## src/rtl/fsa_defs.svh

```systemverilog
// Constants for the fault status annunciator
`ifndef FSA_DEFS_SVH
`define FSA_DEFS_SVH

// Clock and lamp timing
`define FSA_CLK_PERIOD_NS 10
`define FSA_PHASE_MS 250
`define FSA_GAP_MS 500
`define FSA_PHASE_CYC ((`FSA_PHASE_MS * 1000000) / `FSA_CLK_PERIOD_NS)
`define FSA_GAP_TICKS (`FSA_GAP_MS / `FSA_PHASE_MS)
`define FSA_MIN_PWM_NS 2000
`define FSA_MIN_PWM_CYC ((`FSA_MIN_PWM_NS + `FSA_CLK_PERIOD_NS - 1) / `FSA_CLK_PERIOD_NS)

// Register byte offsets
`define FSA_ADDR_W 12
`define FSA_CTRL_OFF 12'h000
`define FSA_STATUS_OFF 12'h004
`define FSA_IRQ_STAT_OFF 12'h008
`define FSA_IRQ_MASK_OFF 12'h00c

// Fault bit positions, shared by status and interrupt registers
`define FSA_F_OT 0
`define FSA_F_UV 1
`define FSA_F_OV 2
`define FSA_F_DC 3
`define FSA_F_PWM 4
`define FSA_NFAULT 5
`define FSA_EV_ILK 5
`define FSA_NEV 6
`define FSA_ST_ENABLE 5
`define FSA_ST_LASING 6
`define FSA_ST_EMISSION 7
`define FSA_CTRL_SW_EN 0

// Reset values
`define FSA_CTRL_RST 1'h1
`define FSA_MASK_RST 6'h00

`endif

```

## src/rtl/fsa_pkg.sv

```systemverilog
// Types for the fault status annunciator
package fsa_pkg;

  typedef enum logic [1:0] {
    FSA_MODE_OK,
    FSA_MODE_PWM,
    FSA_MODE_OT,
    FSA_MODE_SUPPLY
  } fsa_mode_t;

  typedef enum logic [1:0] {
    FSA_BL_ON,
    FSA_BL_OFF,
    FSA_BL_GAP
  } fsa_blink_t;

endpackage

```

## src/rtl/fsa_annunciator.sv

```systemverilog
// Fault status annunciator with APB registers
`timescale 1ns/1ns
`include "fsa_defs.svh"

//Behaviour
// - Latch five distinct faults, each with its own lamp pattern.
// - Blink code, then half-second gap, then repeat forever.
// - Latched faults persist; only power-on reset clears them.
// - Over temperature: ready lamp flashes, power lamp steady, lasing inhibited.
// - Over temperature: emitter-OK low, thermal-OK low, supply-OK high, emission off.
// - Under voltage: single blink on power lamp, repeated after gaps.
// - Over voltage: two blinks on power lamp, repeated after gaps.
// - DC sense: three blinks on power lamp, repeated after gaps.
// - Supply fault: ready and emission off; emitter low, thermal high, supply low.
// - PWM sense fault: ready and power lamps flash, lasing inhibited.
// - PWM sense fault: emitter-OK low, thermal and supply high, emission off.
// - No enable, no fault: power on, ready off, emitter low, others high.
// - Enable loss is not latched; returning enable permits lasing at once.
// - After reset with no fault, ready lamp is steady, not flashing.
// - Enabled and fault free: ready lamp on, tickle and PWM pass through.
// - Emission lamp lit only while long enough PWM pulses pass.
// - Normal ready operation: all three OK outputs high, power and ready on.
module fsa_annunciator import fsa_pkg::*; #(
  parameter int PHASE_CYC = `FSA_PHASE_CYC,
  parameter int MIN_PWM_CYC = `FSA_MIN_PWM_CYC
) (
  // APB slave
  input wire logic pclk,
  input wire logic presetn,
  input wire logic psel,
  input wire logic penable,
  input wire logic pwrite,
  input wire logic [`FSA_ADDR_W-1:0] paddr,
  input wire logic [31:0] pwdata,
  output logic [31:0] prdata,
  output logic pready,
  output logic pslverr,
  // Fault condition inputs
  input wire logic over_temp,
  input wire logic under_volt,
  input wire logic over_volt,
  input wire logic dc_sense,
  input wire logic pwm_sense,
  // Controller commands
  input wire logic laser_enable,
  input wire logic tickle_cmd,
  input wire logic pwm_cmd,
  // RF driver commands
  output logic rf_tickle,
  output logic rf_pwm,
  // Indicator lamps
  output logic ready_lamp,
  output logic power_lamp,
  output logic emission_lamp,
  // Status connector outputs
  output logic emitter_ok,
  output logic thermal_ok,
  output logic supply_ok,
  // Interrupt
  output logic irq
);

  localparam int PW = $clog2(PHASE_CYC + 1);
  localparam int MW = $clog2(MIN_PWM_CYC + 1);

  // Display priority
  function automatic fsa_mode_t fsa_mode(input logic [`FSA_NFAULT-1:0] f);
    fsa_mode_t m;
    m = FSA_MODE_OK;
    if (f[`FSA_F_PWM]) begin
      m = FSA_MODE_PWM;
    end else if (f[`FSA_F_OT]) begin
      m = FSA_MODE_OT;
    end else if (f[`FSA_F_UV] || f[`FSA_F_OV] || f[`FSA_F_DC]) begin
      m = FSA_MODE_SUPPLY;
    end
    return m;
  endfunction

  // Blink count for the highest supply fault
  function automatic logic [1:0] fsa_code(input logic [`FSA_NFAULT-1:0] f);
    logic [1:0] c;
    c = 2'h0;
    if (f[`FSA_F_UV]) begin
      c = 2'h1;
    end else if (f[`FSA_F_OV]) begin
      c = 2'h2;
    end else if (f[`FSA_F_DC]) begin
      c = 2'h3;
    end
    return c;
  endfunction

  logic [`FSA_NFAULT-1:0] fault_in;
  logic [`FSA_NFAULT-1:0] fault_ff;
  logic ctrl_sw_en_ff;
  logic [`FSA_NEV-1:0] irq_stat_ff;
  logic [`FSA_NEV-1:0] irq_mask_ff;
  logic [`FSA_NEV-1:0] nxt_irq_stat;
  logic [`FSA_NEV-1:0] events;
  logic enable_prev_ff;
  logic [31:0] prdata_ff;
  logic [PW-1:0] presc_ff;
  logic tick_ff;
  logic [MW-1:0] pwm_run_ff;
  logic rf_tickle_ff;
  logic rf_pwm_ff;
  logic ready_lamp_ff;
  logic power_lamp_ff;
  logic emission_lamp_ff;
  logic emitter_ok_ff;
  logic thermal_ok_ff;
  logic supply_ok_ff;
  logic irq_ff;
  logic any_fault;
  logic lase_ok;
  logic flash_lamp;
  logic code_lamp;
  logic code_run;
  logic wr_en;
  logic rd_setup;
  logic addr_hit;
  fsa_mode_t mode;

  assign fault_in[`FSA_F_OT] = over_temp;
  assign fault_in[`FSA_F_UV] = under_volt;
  assign fault_in[`FSA_F_OV] = over_volt;
  assign fault_in[`FSA_F_DC] = dc_sense;
  assign fault_in[`FSA_F_PWM] = pwm_sense;

  assign any_fault = |fault_ff;
  assign mode = fsa_mode(fault_ff);
  assign lase_ok = laser_enable && !any_fault;

  // Fault latches, cleared only by power-on reset
  always_ff @(posedge pclk or negedge presetn) begin
    if (!presetn) begin
      fault_ff <= '0;
    end else begin
      fault_ff <= fault_ff | fault_in;
    end
  end

  // Phase tick prescaler
  always_ff @(posedge pclk or negedge presetn) begin
    if (!presetn) begin
      presc_ff <= '0;
      tick_ff <= 1'b0;
    end else if (presc_ff == PW'(PHASE_CYC - 1)) begin
      presc_ff <= '0;
      tick_ff <= 1'b1;
    end else begin
      presc_ff <= presc_ff + 1'b1;
      tick_ff <= 1'b0;
    end
  end

  // Continuous flash pattern
  fsa_blinker #(
    .GAP_TICKS(`FSA_GAP_TICKS)
  ) u_flash (
    .pclk(pclk),
    .presetn(presetn),
    .tick(tick_ff),
    .run(mode == FSA_MODE_PWM || mode == FSA_MODE_OT),
    .code(2'h0),
    .lamp(flash_lamp)
  );

  // Counted blink code pattern
  assign code_run = mode == FSA_MODE_SUPPLY;

  fsa_blinker #(
    .GAP_TICKS(`FSA_GAP_TICKS)
  ) u_code (
    .pclk(pclk),
    .presetn(presetn),
    .tick(tick_ff),
    .run(code_run),
    .code(fsa_code(fault_ff)),
    .lamp(code_lamp)
  );

  // Ready lamp
  always_ff @(posedge pclk or negedge presetn) begin
    if (!presetn) begin
      ready_lamp_ff <= 1'b0;
    end else begin
      case (mode)
        FSA_MODE_PWM: ready_lamp_ff <= flash_lamp;
        FSA_MODE_OT: ready_lamp_ff <= flash_lamp;
        FSA_MODE_SUPPLY: ready_lamp_ff <= 1'b0;
        default: ready_lamp_ff <= laser_enable;
      endcase
    end
  end

  // Power lamp
  always_ff @(posedge pclk or negedge presetn) begin
    if (!presetn) begin
      power_lamp_ff <= 1'b0;
    end else begin
      case (mode)
        FSA_MODE_PWM: power_lamp_ff <= flash_lamp;
        FSA_MODE_SUPPLY: power_lamp_ff <= code_lamp;
        FSA_MODE_OT: power_lamp_ff <= 1'b1;
        default: power_lamp_ff <= 1'b1;
      endcase
    end
  end

  // Status connector outputs
  always_ff @(posedge pclk or negedge presetn) begin
    if (!presetn) begin
      emitter_ok_ff <= 1'b0;
      thermal_ok_ff <= 1'b0;
      supply_ok_ff <= 1'b0;
    end else begin
      emitter_ok_ff <= lase_ok;
      thermal_ok_ff <= !fault_ff[`FSA_F_OT];
      supply_ok_ff <= !(fault_ff[`FSA_F_UV] || fault_ff[`FSA_F_OV] || fault_ff[`FSA_F_DC]);
    end
  end

  // PWM pulse length measure
  always_ff @(posedge pclk or negedge presetn) begin
    if (!presetn) begin
      pwm_run_ff <= '0;
    end else if (!pwm_cmd) begin
      pwm_run_ff <= '0;
    end else if (pwm_run_ff != MW'(MIN_PWM_CYC)) begin
      pwm_run_ff <= pwm_run_ff + 1'b1;
    end
  end

  // RF command pass-through and emission lamp
  always_ff @(posedge pclk or negedge presetn) begin
    if (!presetn) begin
      rf_tickle_ff <= 1'b0;
      rf_pwm_ff <= 1'b0;
      emission_lamp_ff <= 1'b0;
    end else begin
      rf_tickle_ff <= lase_ok && ctrl_sw_en_ff && tickle_cmd;
      rf_pwm_ff <= lase_ok && ctrl_sw_en_ff && pwm_cmd;
      emission_lamp_ff <= lase_ok && ctrl_sw_en_ff && pwm_cmd
                          && pwm_run_ff == MW'(MIN_PWM_CYC);
    end
  end

  // APB decode
  assign wr_en = psel && penable && pwrite;
  assign rd_setup = psel && !penable && !pwrite;

  always_comb begin
    if (paddr == `FSA_CTRL_OFF) begin
      addr_hit = 1'b1;
    end else if (paddr == `FSA_STATUS_OFF) begin
      addr_hit = 1'b1;
    end else if (paddr == `FSA_IRQ_STAT_OFF) begin
      addr_hit = 1'b1;
    end else if (paddr == `FSA_IRQ_MASK_OFF) begin
      addr_hit = 1'b1;
    end else begin
      addr_hit = 1'b0;
    end
  end

  // Control register
  always_ff @(posedge pclk or negedge presetn) begin
    if (!presetn) begin
      ctrl_sw_en_ff <= `FSA_CTRL_RST;
    end else if (wr_en && paddr == `FSA_CTRL_OFF) begin
      ctrl_sw_en_ff <= pwdata[`FSA_CTRL_SW_EN];
    end
  end

  // Interrupt mask register
  always_ff @(posedge pclk or negedge presetn) begin
    if (!presetn) begin
      irq_mask_ff <= `FSA_MASK_RST;
    end else if (wr_en && paddr == `FSA_IRQ_MASK_OFF) begin
      irq_mask_ff <= pwdata[`FSA_NEV-1:0];
    end
  end

  // Interrupt events: new fault latch and enable loss
  always_ff @(posedge pclk or negedge presetn) begin
    if (!presetn) begin
      enable_prev_ff <= 1'b0;
    end else begin
      enable_prev_ff <= laser_enable;
    end
  end

  assign events[`FSA_NFAULT-1:0] = fault_in & ~fault_ff;
  assign events[`FSA_EV_ILK] = enable_prev_ff && !laser_enable;

  // Sticky status, write one to clear, set wins
  always_comb begin
    nxt_irq_stat = irq_stat_ff;
    if (wr_en && paddr == `FSA_IRQ_STAT_OFF) begin
      nxt_irq_stat = irq_stat_ff & ~pwdata[`FSA_NEV-1:0];
    end
    nxt_irq_stat = nxt_irq_stat | events;
  end

  always_ff @(posedge pclk or negedge presetn) begin
    if (!presetn) begin
      irq_stat_ff <= '0;
      irq_ff <= 1'b0;
    end else begin
      irq_stat_ff <= nxt_irq_stat;
      irq_ff <= |(nxt_irq_stat & irq_mask_ff);
    end
  end

  // Read data captured in the setup phase
  always_ff @(posedge pclk or negedge presetn) begin
    if (!presetn) begin
      prdata_ff <= 32'h0;
    end else if (rd_setup) begin
      if (paddr == `FSA_CTRL_OFF) begin
        prdata_ff <= {31'h0, ctrl_sw_en_ff};
      end else if (paddr == `FSA_STATUS_OFF) begin
        prdata_ff <= {24'h0, emission_lamp_ff, rf_pwm_ff | rf_tickle_ff | lase_ok, laser_enable, fault_ff};
      end else if (paddr == `FSA_IRQ_STAT_OFF) begin
        prdata_ff <= {26'h0, irq_stat_ff};
      end else if (paddr == `FSA_IRQ_MASK_OFF) begin
        prdata_ff <= {26'h0, irq_mask_ff};
      end else begin
        prdata_ff <= 32'h0;
      end
    end
  end

  assign prdata = prdata_ff;
  assign pready = 1'b1;
  assign pslverr = psel && penable && !addr_hit;

  assign rf_tickle = rf_tickle_ff;
  assign rf_pwm = rf_pwm_ff;
  assign ready_lamp = ready_lamp_ff;
  assign power_lamp = power_lamp_ff;
  assign emission_lamp = emission_lamp_ff;
  assign emitter_ok = emitter_ok_ff;
  assign thermal_ok = thermal_ok_ff;
  assign supply_ok = supply_ok_ff;
  assign irq = irq_ff;

endmodule

```

## src/rtl/fsa_blinker.sv

```systemverilog
// Lamp pattern generator: continuous flash or counted blink code
`timescale 1ns/1ns
`include "fsa_defs.svh"
module fsa_blinker import fsa_pkg::*; #(
  parameter int GAP_TICKS = `FSA_GAP_TICKS
) (
  // Clock and reset
  input wire logic pclk,
  input wire logic presetn,
  // Pattern control
  input wire logic tick,
  input wire logic run,
  input wire logic [1:0] code,
  // Lamp drive
  output logic lamp
);

  localparam int GW = $clog2(GAP_TICKS + 1);

  fsa_blink_t state_ff;
  logic [1:0] count_ff;
  logic [GW-1:0] gap_ff;
  logic lamp_ff;

  // Blink sequencer
  always_ff @(posedge pclk or negedge presetn) begin
    if (!presetn) begin
      state_ff <= FSA_BL_ON;
      count_ff <= 2'h0;
      gap_ff <= '0;
    end else if (!run) begin
      state_ff <= FSA_BL_ON;
      count_ff <= 2'h0;
      gap_ff <= '0;
    end else if (tick) begin
      case (state_ff)
        FSA_BL_ON: begin
          if (code != 2'h0 && count_ff == code - 2'h1) begin
            state_ff <= FSA_BL_GAP;
            gap_ff <= '0;
          end else begin
            state_ff <= FSA_BL_OFF;
          end
        end
        FSA_BL_OFF: begin
          state_ff <= FSA_BL_ON;
          count_ff <= (code == 2'h0) ? 2'h0 : count_ff + 2'h1;
        end
        FSA_BL_GAP: begin
          if (gap_ff == GW'(GAP_TICKS - 1)) begin
            state_ff <= FSA_BL_ON;
            count_ff <= 2'h0;
          end else begin
            gap_ff <= gap_ff + 1'b1;
          end
        end
        default: begin
          state_ff <= FSA_BL_ON;
        end
      endcase
    end
  end

  // Lamp output register
  always_ff @(posedge pclk or negedge presetn) begin
    if (!presetn) begin
      lamp_ff <= 1'b0;
    end else begin
      lamp_ff <= run && state_ff == FSA_BL_ON;
    end
  end

  assign lamp = lamp_ff;

endmodule

```

## config.mk

```make
export PLATFORM = sky130hd
export DESIGN_NAME = fsa_annunciator
export DESIGN_NICKNAME = d
export VERILOG_FILES = /design/src/rtl/fsa_pkg.sv /design/src/rtl/fsa_annunciator.sv /design/src/rtl/fsa_blinker.sv
export VERILOG_INCLUDE_DIRS = /design/src /design/src/rtl
export SDC_FILE = /design/constraint.sdc
export NUM_CORES = 1
export LEC_CHECK = 0
export BUFFER_PORTS_ARGS = -buffer_cell sky130_fd_sc_hd__buf_4
export CORE_ASPECT_RATIO = 1.75
export CORE_MARGIN = 2
export CORE_UTILIZATION = 36
export CTS_CLUSTER_SIZE = 12
export DETAILED_ROUTE_END_ITERATION = 8
export GPL_ROUTABILITY_DRIVEN = 0
export GPL_TIMING_DRIVEN = 0
export PLACE_DENSITY = 0.66
export REMOVE_ABC_BUFFERS = 1
export SETUP_SLACK_MARGIN = 0.02
export SYNTH_ARGS = -nofsm -noshare
export SYNTH_HDL_FRONTEND = slang
export SYNTH_HIERARCHICAL = 1
export SYNTH_SLANG_ARGS = --single-unit
export TNS_END_PERCENT = 30
```

## constraint.sdc

```tcl
create_clock -name pclk -period 3.25 [get_ports pclk]
set_input_delay 0.975 -clock pclk [delete_from_list [all_inputs] [get_ports pclk]]
set_output_delay 0.975 -clock pclk [all_outputs]
set_load 0.03 [all_outputs]
```

==> flow_metrics.tcl, run 1 <==
set metrics [dict create \
    regArea_mm2 0.00210 \
    min_from "prdata[5]$_DFFE_PN0P_" \
    synthArstFlopShare_pct 100 \
    setup_viol 0 \
    grt_use_total_pct 14.5 \
    synth.ff_latch_count 84 \
    slew_viol_final 0 \
    pwr-share-seq_pct 46.2 \
    relSlewSlack_pct 30.6 \
    synth_top_area_cell "dfrtp_1" \
    cp-start-kind "input pin" \
    vias 3203 \
    ys_warn_count 6 \
    ir_drop_uv 274 \
    drive_gt1_share_pct 18.6 \
    synth_most_common_cell "dfrtp_1" \
    synth.cell_area_mm2 0.00438 \
    die_area_mm2 0.0131 \
    drc_errors 0 \
    rsz0062_at_grt "false" \
    worstSetupEndpoint "pslverr" \
    ios 100 \
    fmax_mhz 326 \
    ys_top_cells_by_area "dfrtp_1 47%, buf_4 4.3%, xnor2_1 3.6%" \
    fin_skew_ns 0.00761 \
    p_leak_uw 0.00236 \
    max-cap-violations 0 \
    dp_slack_ns -0.0492 \
    grt_remaining_overflow 0 \
    intPower_uw 1790 \
    fin_crit_ns 3.07 \
    yosysTopAreaCellShare_pct 47.4 \
    wire_per_inst_um 14.1 \
    antenna_found_initial 0 \
    grt_max_degree 85 \
    core_mm2 0.0119 \
    crit_path_end_kind "primary output" \
    crit_start "paddr[5]" \
    clock-sinks 84 \
    ys_types 58 \
    cts_tree "yes" \
    synth-edff-count 0 \
    r2r_start "presc_ff[18]$_DFF_PN0_" \
    via_per_inst 5.12 \
    fin_ws_ns 0.182 \
    pwr_density_cell_mw_per_mm2 447 \
    p_sw_uw 498 \
    synth_ff_type "dfrtp_1" \
    final_util_pct 43.0 \
    power_switching_share_pct 21.7 \
    r2r-end "presc_ff[5]$_DFF_PN0_" \
    die_h_um 150 \
    clkTransAtPathRegs_ns 0.06 \
    hold_viol_final 0 \
    cts-root-buf "clkbuf_16" \
    pwr-share-clk_pct 47.4 \
    multi_input_area_mm2 0.00209 \
    drt.antenna.violating_nets 0 \
    place.port_buffers 48 \
    grt_pass1_wl_mm 15.0 \
    clkLatencyLatePin_ns 0.33 \
    grt_pass1_vias 3211 \
    syn2layout_area_growth_pct 17.1 \
    crit_required_ns 2.27 \
    drt_iter0_markers 137 \
    dp_hpwl_mm 6.48 \
    critPathMaxFanout 11 \
    synth_top_cells_by_count "83 x dfrtp_1, 37 x nand2_1, 25 x buf_4, 25 x nand3_1, 24 x nor2_1" \
    htree_levels 3 \
    critPathKind "input pin to primary output" \
    outcome "finished, final reports clean" \
    post-route-period-util_pct 94.4 \
    hold-worst-slack_ns 0.474 \
    p_total_uw 2290 \
    hold_class "register to register" \
    tightest_slew_ns 1.04 \
    routed_wl_mm 8.85 \
    power_frac_comb_pct 6.4 \
    final_cells 626 \
    cp.arrival_ns 2.09 \
    die_x_um 87.4 \
    syn_inst 430 \
    r2r_slack_ns 1.21 \
    dp_cells 610 \
    nNetsFinal 548 \
    drtPass1Iterations 4 \
    diodes 0 \
    reg2reg_depth 5 \
    yosysSeqAreaShare_pct 48.0 \
    synth_area_per_cell_um2 10.2 \
    cts_inserted_buffers 9 \
    fp-row-count 53 \
    cts.path.max_buffers 2 \
    cts_hold_buf 0 \
    n_fill_cell 1135 \
    start_util_pct 36.7 \
]
## power groups by stage
| stage | sequential [µW] | clock (µW) | combinational [µW] |
|---|---|---|---|
| final | 1060 | 1090 | 146 |
| after global routing | 1060 | 1160 | 163 |
| after CTS | 1060 | 1110 | 147 |
| after detailed placement | 1080 | 0 | 147 |
| after global placement | 1080 | 0 | 144 |
| after floorplan | 1080 | 0 | 76.8 |
## logic make-up (layout without fill, tap and decap cells)
logic type / Yosys count / in the layout / share of synthesized area (%)
flops: 84 / 84 / 48.0
compound gates: 63 / 63 / 9.83
mux: 11 / 11 / 3.06
buf+inv: 54 / 87 / 6.80
fa+ha+maj: 7 / 7 / 2.00
other cells: 2 / 28 / 0.172
simple gates: 178 / 178 / 23.9
xor+xnor: 31 / 31 / 6.20
## layout make-up
cell class                      instances  area share [%]
Tap cell                              137            3.34
Sequential cell                        84            41.0
Clock inverter                          4            1.42
Timing Repair Buffer                   48            7.03
Inverter                               23            1.68
Multi-Input combinational cell        318            40.7
Clock buffer                           12            4.81
## worst min-delay path by stage
stage | endpoint | slack [ns] | depth (start not counted)
2_1_floorplan | thermal_ok$_DFF_PN0_ | 0.43 | 1
3_3_place_gp | prdata[5]$_DFFE_PN0P_ | 0.46 | 2
3_5_place_dp | prdata[5]$_DFFE_PN0P_ | 0.47 | 2
4_1_cts | prdata[5]$_DFFE_PN0P_ | 0.48 | 2
5_1_grt | prdata[6]$_DFFE_PN0P_ | 0.51 | 2
6_report | prdata[5]$_DFFE_PN0P_ | 0.47 | 2
## state kept, by name, indices dropped and copies added, names as in the netlist, 2 cells and up
signal / flops
u_flash/state_ff: 2
irq_mask_ff: 6
fault_ff: 5
irq_stat_ff: 6
u_code/gap_ff: 2
u_flash/gap_ff: 2
u_code/state_ff: 2
u_code/count_ff: 2
presc_ff: 25
pwm_run_ff: 8
u_flash/count_ff: 2
prdata: 8
## critical path, stage by stage
cell and delay, ns:
buf_4 0.12, nor4_4 0.39, nand3_4 0.21, and3_1 0.24, buf_4 0.16
## repair_timing
action	4_1_cts	5_1_grt
gates resized for setup	1	1
endpoints found under the hold margin	0	0
buffers inserted	0	0
endpoints found under the setup margin	1	1
## per-stage QoR
step                area, µm²  setup TNS (ns)
floorplan                4260               0
global placement         4800         -0.0465
detailed placement       4800         -0.0492
CTS                      5120               0
global route             5130               0
finish                   5130               0
## metal layers
layer  GRT usage (%)  up-vias  wire length [µm]
li1                -     1568                 -
met1            16.6     1540              3550
met2            25.6       82              4740
met3            2.70       13               361
met4            6.62        0               189
met5               0        -                 0
## placed cells by master, fill, tap and decap left out, drive strengths merged, types with 4 or more instances in the layout
| master | count |
|---|---|
| xor2 | 13 |
| o21ai | 17 |
| conb | 28 |
| nand2 | 37 |
| ha | 7 |
| clkbuf | 12 |
| a31oi | 6 |
| nor3 | 14 |
| and2 | 11 |
| dfrtp | 83 |
| buf | 48 |
| nor2 | 24 |
| nand3 | 25 |
| a22oi | 6 |
| a21o | 7 |
| mux2 | 9 |
| inv | 23 |
| o31ai | 8 |
| o211ai | 4 |
| or3 | 5 |
| xnor2 | 18 |
| nand2b | 8 |
| nor2b | 8 |
| nand3b | 5 |
| nand4 | 9 |
| and3 | 9 |
| o22ai | 4 |
| nor4 | 4 |
Note: power is estimated with default switching activity, not from simulation.
==> run 2: changes to the inputs <==
--- a/config.mk
+++ b/config.mk
@@ -7,6 +7,7 @@
 export NUM_CORES = 1
 export LEC_CHECK = 0
 export BUFFER_PORTS_ARGS = -buffer_cell sky130_fd_sc_hd__buf_4
+export CAP_MARGIN = 20
 export CORE_ASPECT_RATIO = 1.75
 export CORE_MARGIN = 2
 export CORE_UTILIZATION = 36
@@ -14,6 +15,7 @@
 export DETAILED_ROUTE_END_ITERATION = 8
 export GPL_ROUTABILITY_DRIVEN = 0
 export GPL_TIMING_DRIVEN = 0
+export MAX_ROUTING_LAYER = met4
 export PLACE_DENSITY = 0.66
 export REMOVE_ABC_BUFFERS = 1
 export SETUP_SLACK_MARGIN = 0.02
==> run 2 against run 1 <==
  * Via count is 1.5% higher
  * Clock-buffer cell count is the same
  * Utilization rose by 0.23 points
  * Combinational power up 3%
  * Setup slack improved by 0.0016 ns
  * Wire length increased by 2.2%
==> flow_metrics.tcl, run 2 (synthesized netlist as in run 1, its figures left out) <==
set metrics [dict create \
    max-cap-violations 0 \
    nNetsFinal 549 \
    antenna_found_initial 0 \
    r2r_slack_ns 1.21 \
    place_area_mm2 0.00480 \
    post-route-period-util_pct 94.4 \
    drt.antenna.violating_nets 0 \
    p_leak_uw 0.00237 \
    wire_per_inst_um 14.4 \
    fp-row-count 53 \
    multi_input_area_mm2 0.00209 \
    largest_register_ffs 25 \
    regArea_mm2 0.00210 \
    clock-sinks 84 \
    die_x_um 87.4 \
    critPathKind "input pin to primary output" \
    tightest_slew_ns 0.978 \
    ir_drop_uv 274 \
    drt_iter0_markers 144 \
    hold_class "register to register" \
    critPathMaxFanout 11 \
    fin_crit_ns 3.07 \
    syn2layout_area_growth_pct 17.7 \
    via_per_inst 5.19 \
    drive_gt1_share_pct 18.8 \
    finalSetupTns_ns 0 \
    fin_skew_ns 0.00971 \
    layout_common_cells "83 x dfrtp_1, 48 x buf_4, 37 x nand2_1, 28 x conb_1" \
    die_h_um 150 \
    htree_levels 3 \
    setup_viol 0 \
    clkLatencyLatePin_ns 0.34 \
    grt_max_degree 85 \
    finalInstanceArea_mm2 0.00515 \
    core_mm2 0.0119 \
    cp.arrival_ns 2.09 \
    n_fill_cell 1130 \
    diodes 0 \
    routed_wl_mm 9.04 \
    vias 3252 \
    cts_tree "yes" \
    clkTransAtPathRegs_ns 0.06 \
    drtPass1Iterations 4 \
    rsz0062_at_grt "false" \
    cts_inserted_buffers 9 \
    crit_path_end_kind "primary output" \
    crit_required_ns 2.27 \
    hold_viol_final 0 \
    cts.path.max_buffers 2 \
    outcome "finished, final reports clean" \
    slew_viol_final 0 \
    grt_use_total_pct 14.9 \
    fmax_mhz 326 \
    grt_pass1_vias 3218 \
    cp-start-kind "input pin" \
    place.port_buffers 48 \
    layout_commonest_cell "dfrtp_1" \
    pwr_density_cell_mw_per_mm2 448 \
    grt_pass1_wl_mm 15.0 \
    drc_errors 0 \
    cts-root-buf "clkbuf_16" \
    die_area_mm2 0.0131 \
    post_cts_buffers 0 \
    final_util_pct 43.2 \
    top_register "presc_ff" \
    grt_remaining_overflow 0 \
    ios 100 \
    start_util_pct 36.7 \
    dp_hpwl_mm 6.48 \
    relSlewSlack_pct 34.5 \
]
==> run 2: what timing repair did <==
item	CTS	global route
hold endpoints to repair	0	0
hold buffers	0	0
endpoints found under the setup margin	1	1
resized for setup	1	1
==> run 2: worst paths after layout <==
check | from | endpoint | cells after the start
setup / recovery | paddr[5] | pslverr | 5
hold / removal | prdata[5]$_DFFE_PN0P_ | prdata[5]$_DFFE_PN0P_ | 2
setup reg to reg | presc_ff[18]$_DFF_PN0_ | presc_ff[5]$_DFF_PN0_ | 5
hold reg to reg | prdata[5]$_DFFE_PN0P_ | prdata[5]$_DFFE_PN0P_ | 2
max in group asynchronous | presetn | ctrl_sw_en_ff$_DFFE_PN1P_ | 2
min in group asynchronous | presetn | u_flash/count_ff[1]$_DFFE_PN0P_ | 1
==> run 2: cell type report <==
type / count / area share, %
Clock inverter: 4 / 1.41
Timing Repair Buffer: 49 / 7.52
Clock buffer: 12 / 4.78
Inverter: 23 / 1.67
Sequential cell: 84 / 40.8
Multi-Input combinational cell: 318 / 40.5
Tap cell: 137 / 3.33
==> run 2: worst max-delay path, stage by stage <==
cell and delay [ns]:
buf_4 0.12, nor4_4 0.39, nand3_4 0.21, and3_1 0.24
buf_4 0.16
==> run 2: power by group <==
group / leakage, µW / switching [µW] / internal (µW)
clock: 0.000153 / 404 / 693
sequential: 0.00106 / 6.07 / 1050
combinational: 0.00115 / 100 / 50.9
total: 0.00237 / 510 / 1800
==> run 2: per-stage QoR <==
step	instances	power, µW	setup WS [ns]	hold WS [ns]
after global placement	610	1220	-0.0465	0.465
after global routing	627	2390	0.0892	0.495
after CTS	626	2320	0.112	0.481
final	627	2310	0.183	0.475
after detailed placement	610	1220	-0.0492	0.467
after floorplan	425	1150	0.312	0.433
==> run 2: metal layers <==
metal | vias up | track usage, % | wire, µm
li1 | 1577 | - | -
met2 | 69 | 25.7 | 4930
met1 | 1591 | 16.4 | 3590
met5 | - | - | 0
met4 | 0 | 6.62 | 198
met3 | 15 | 2.54 | 332
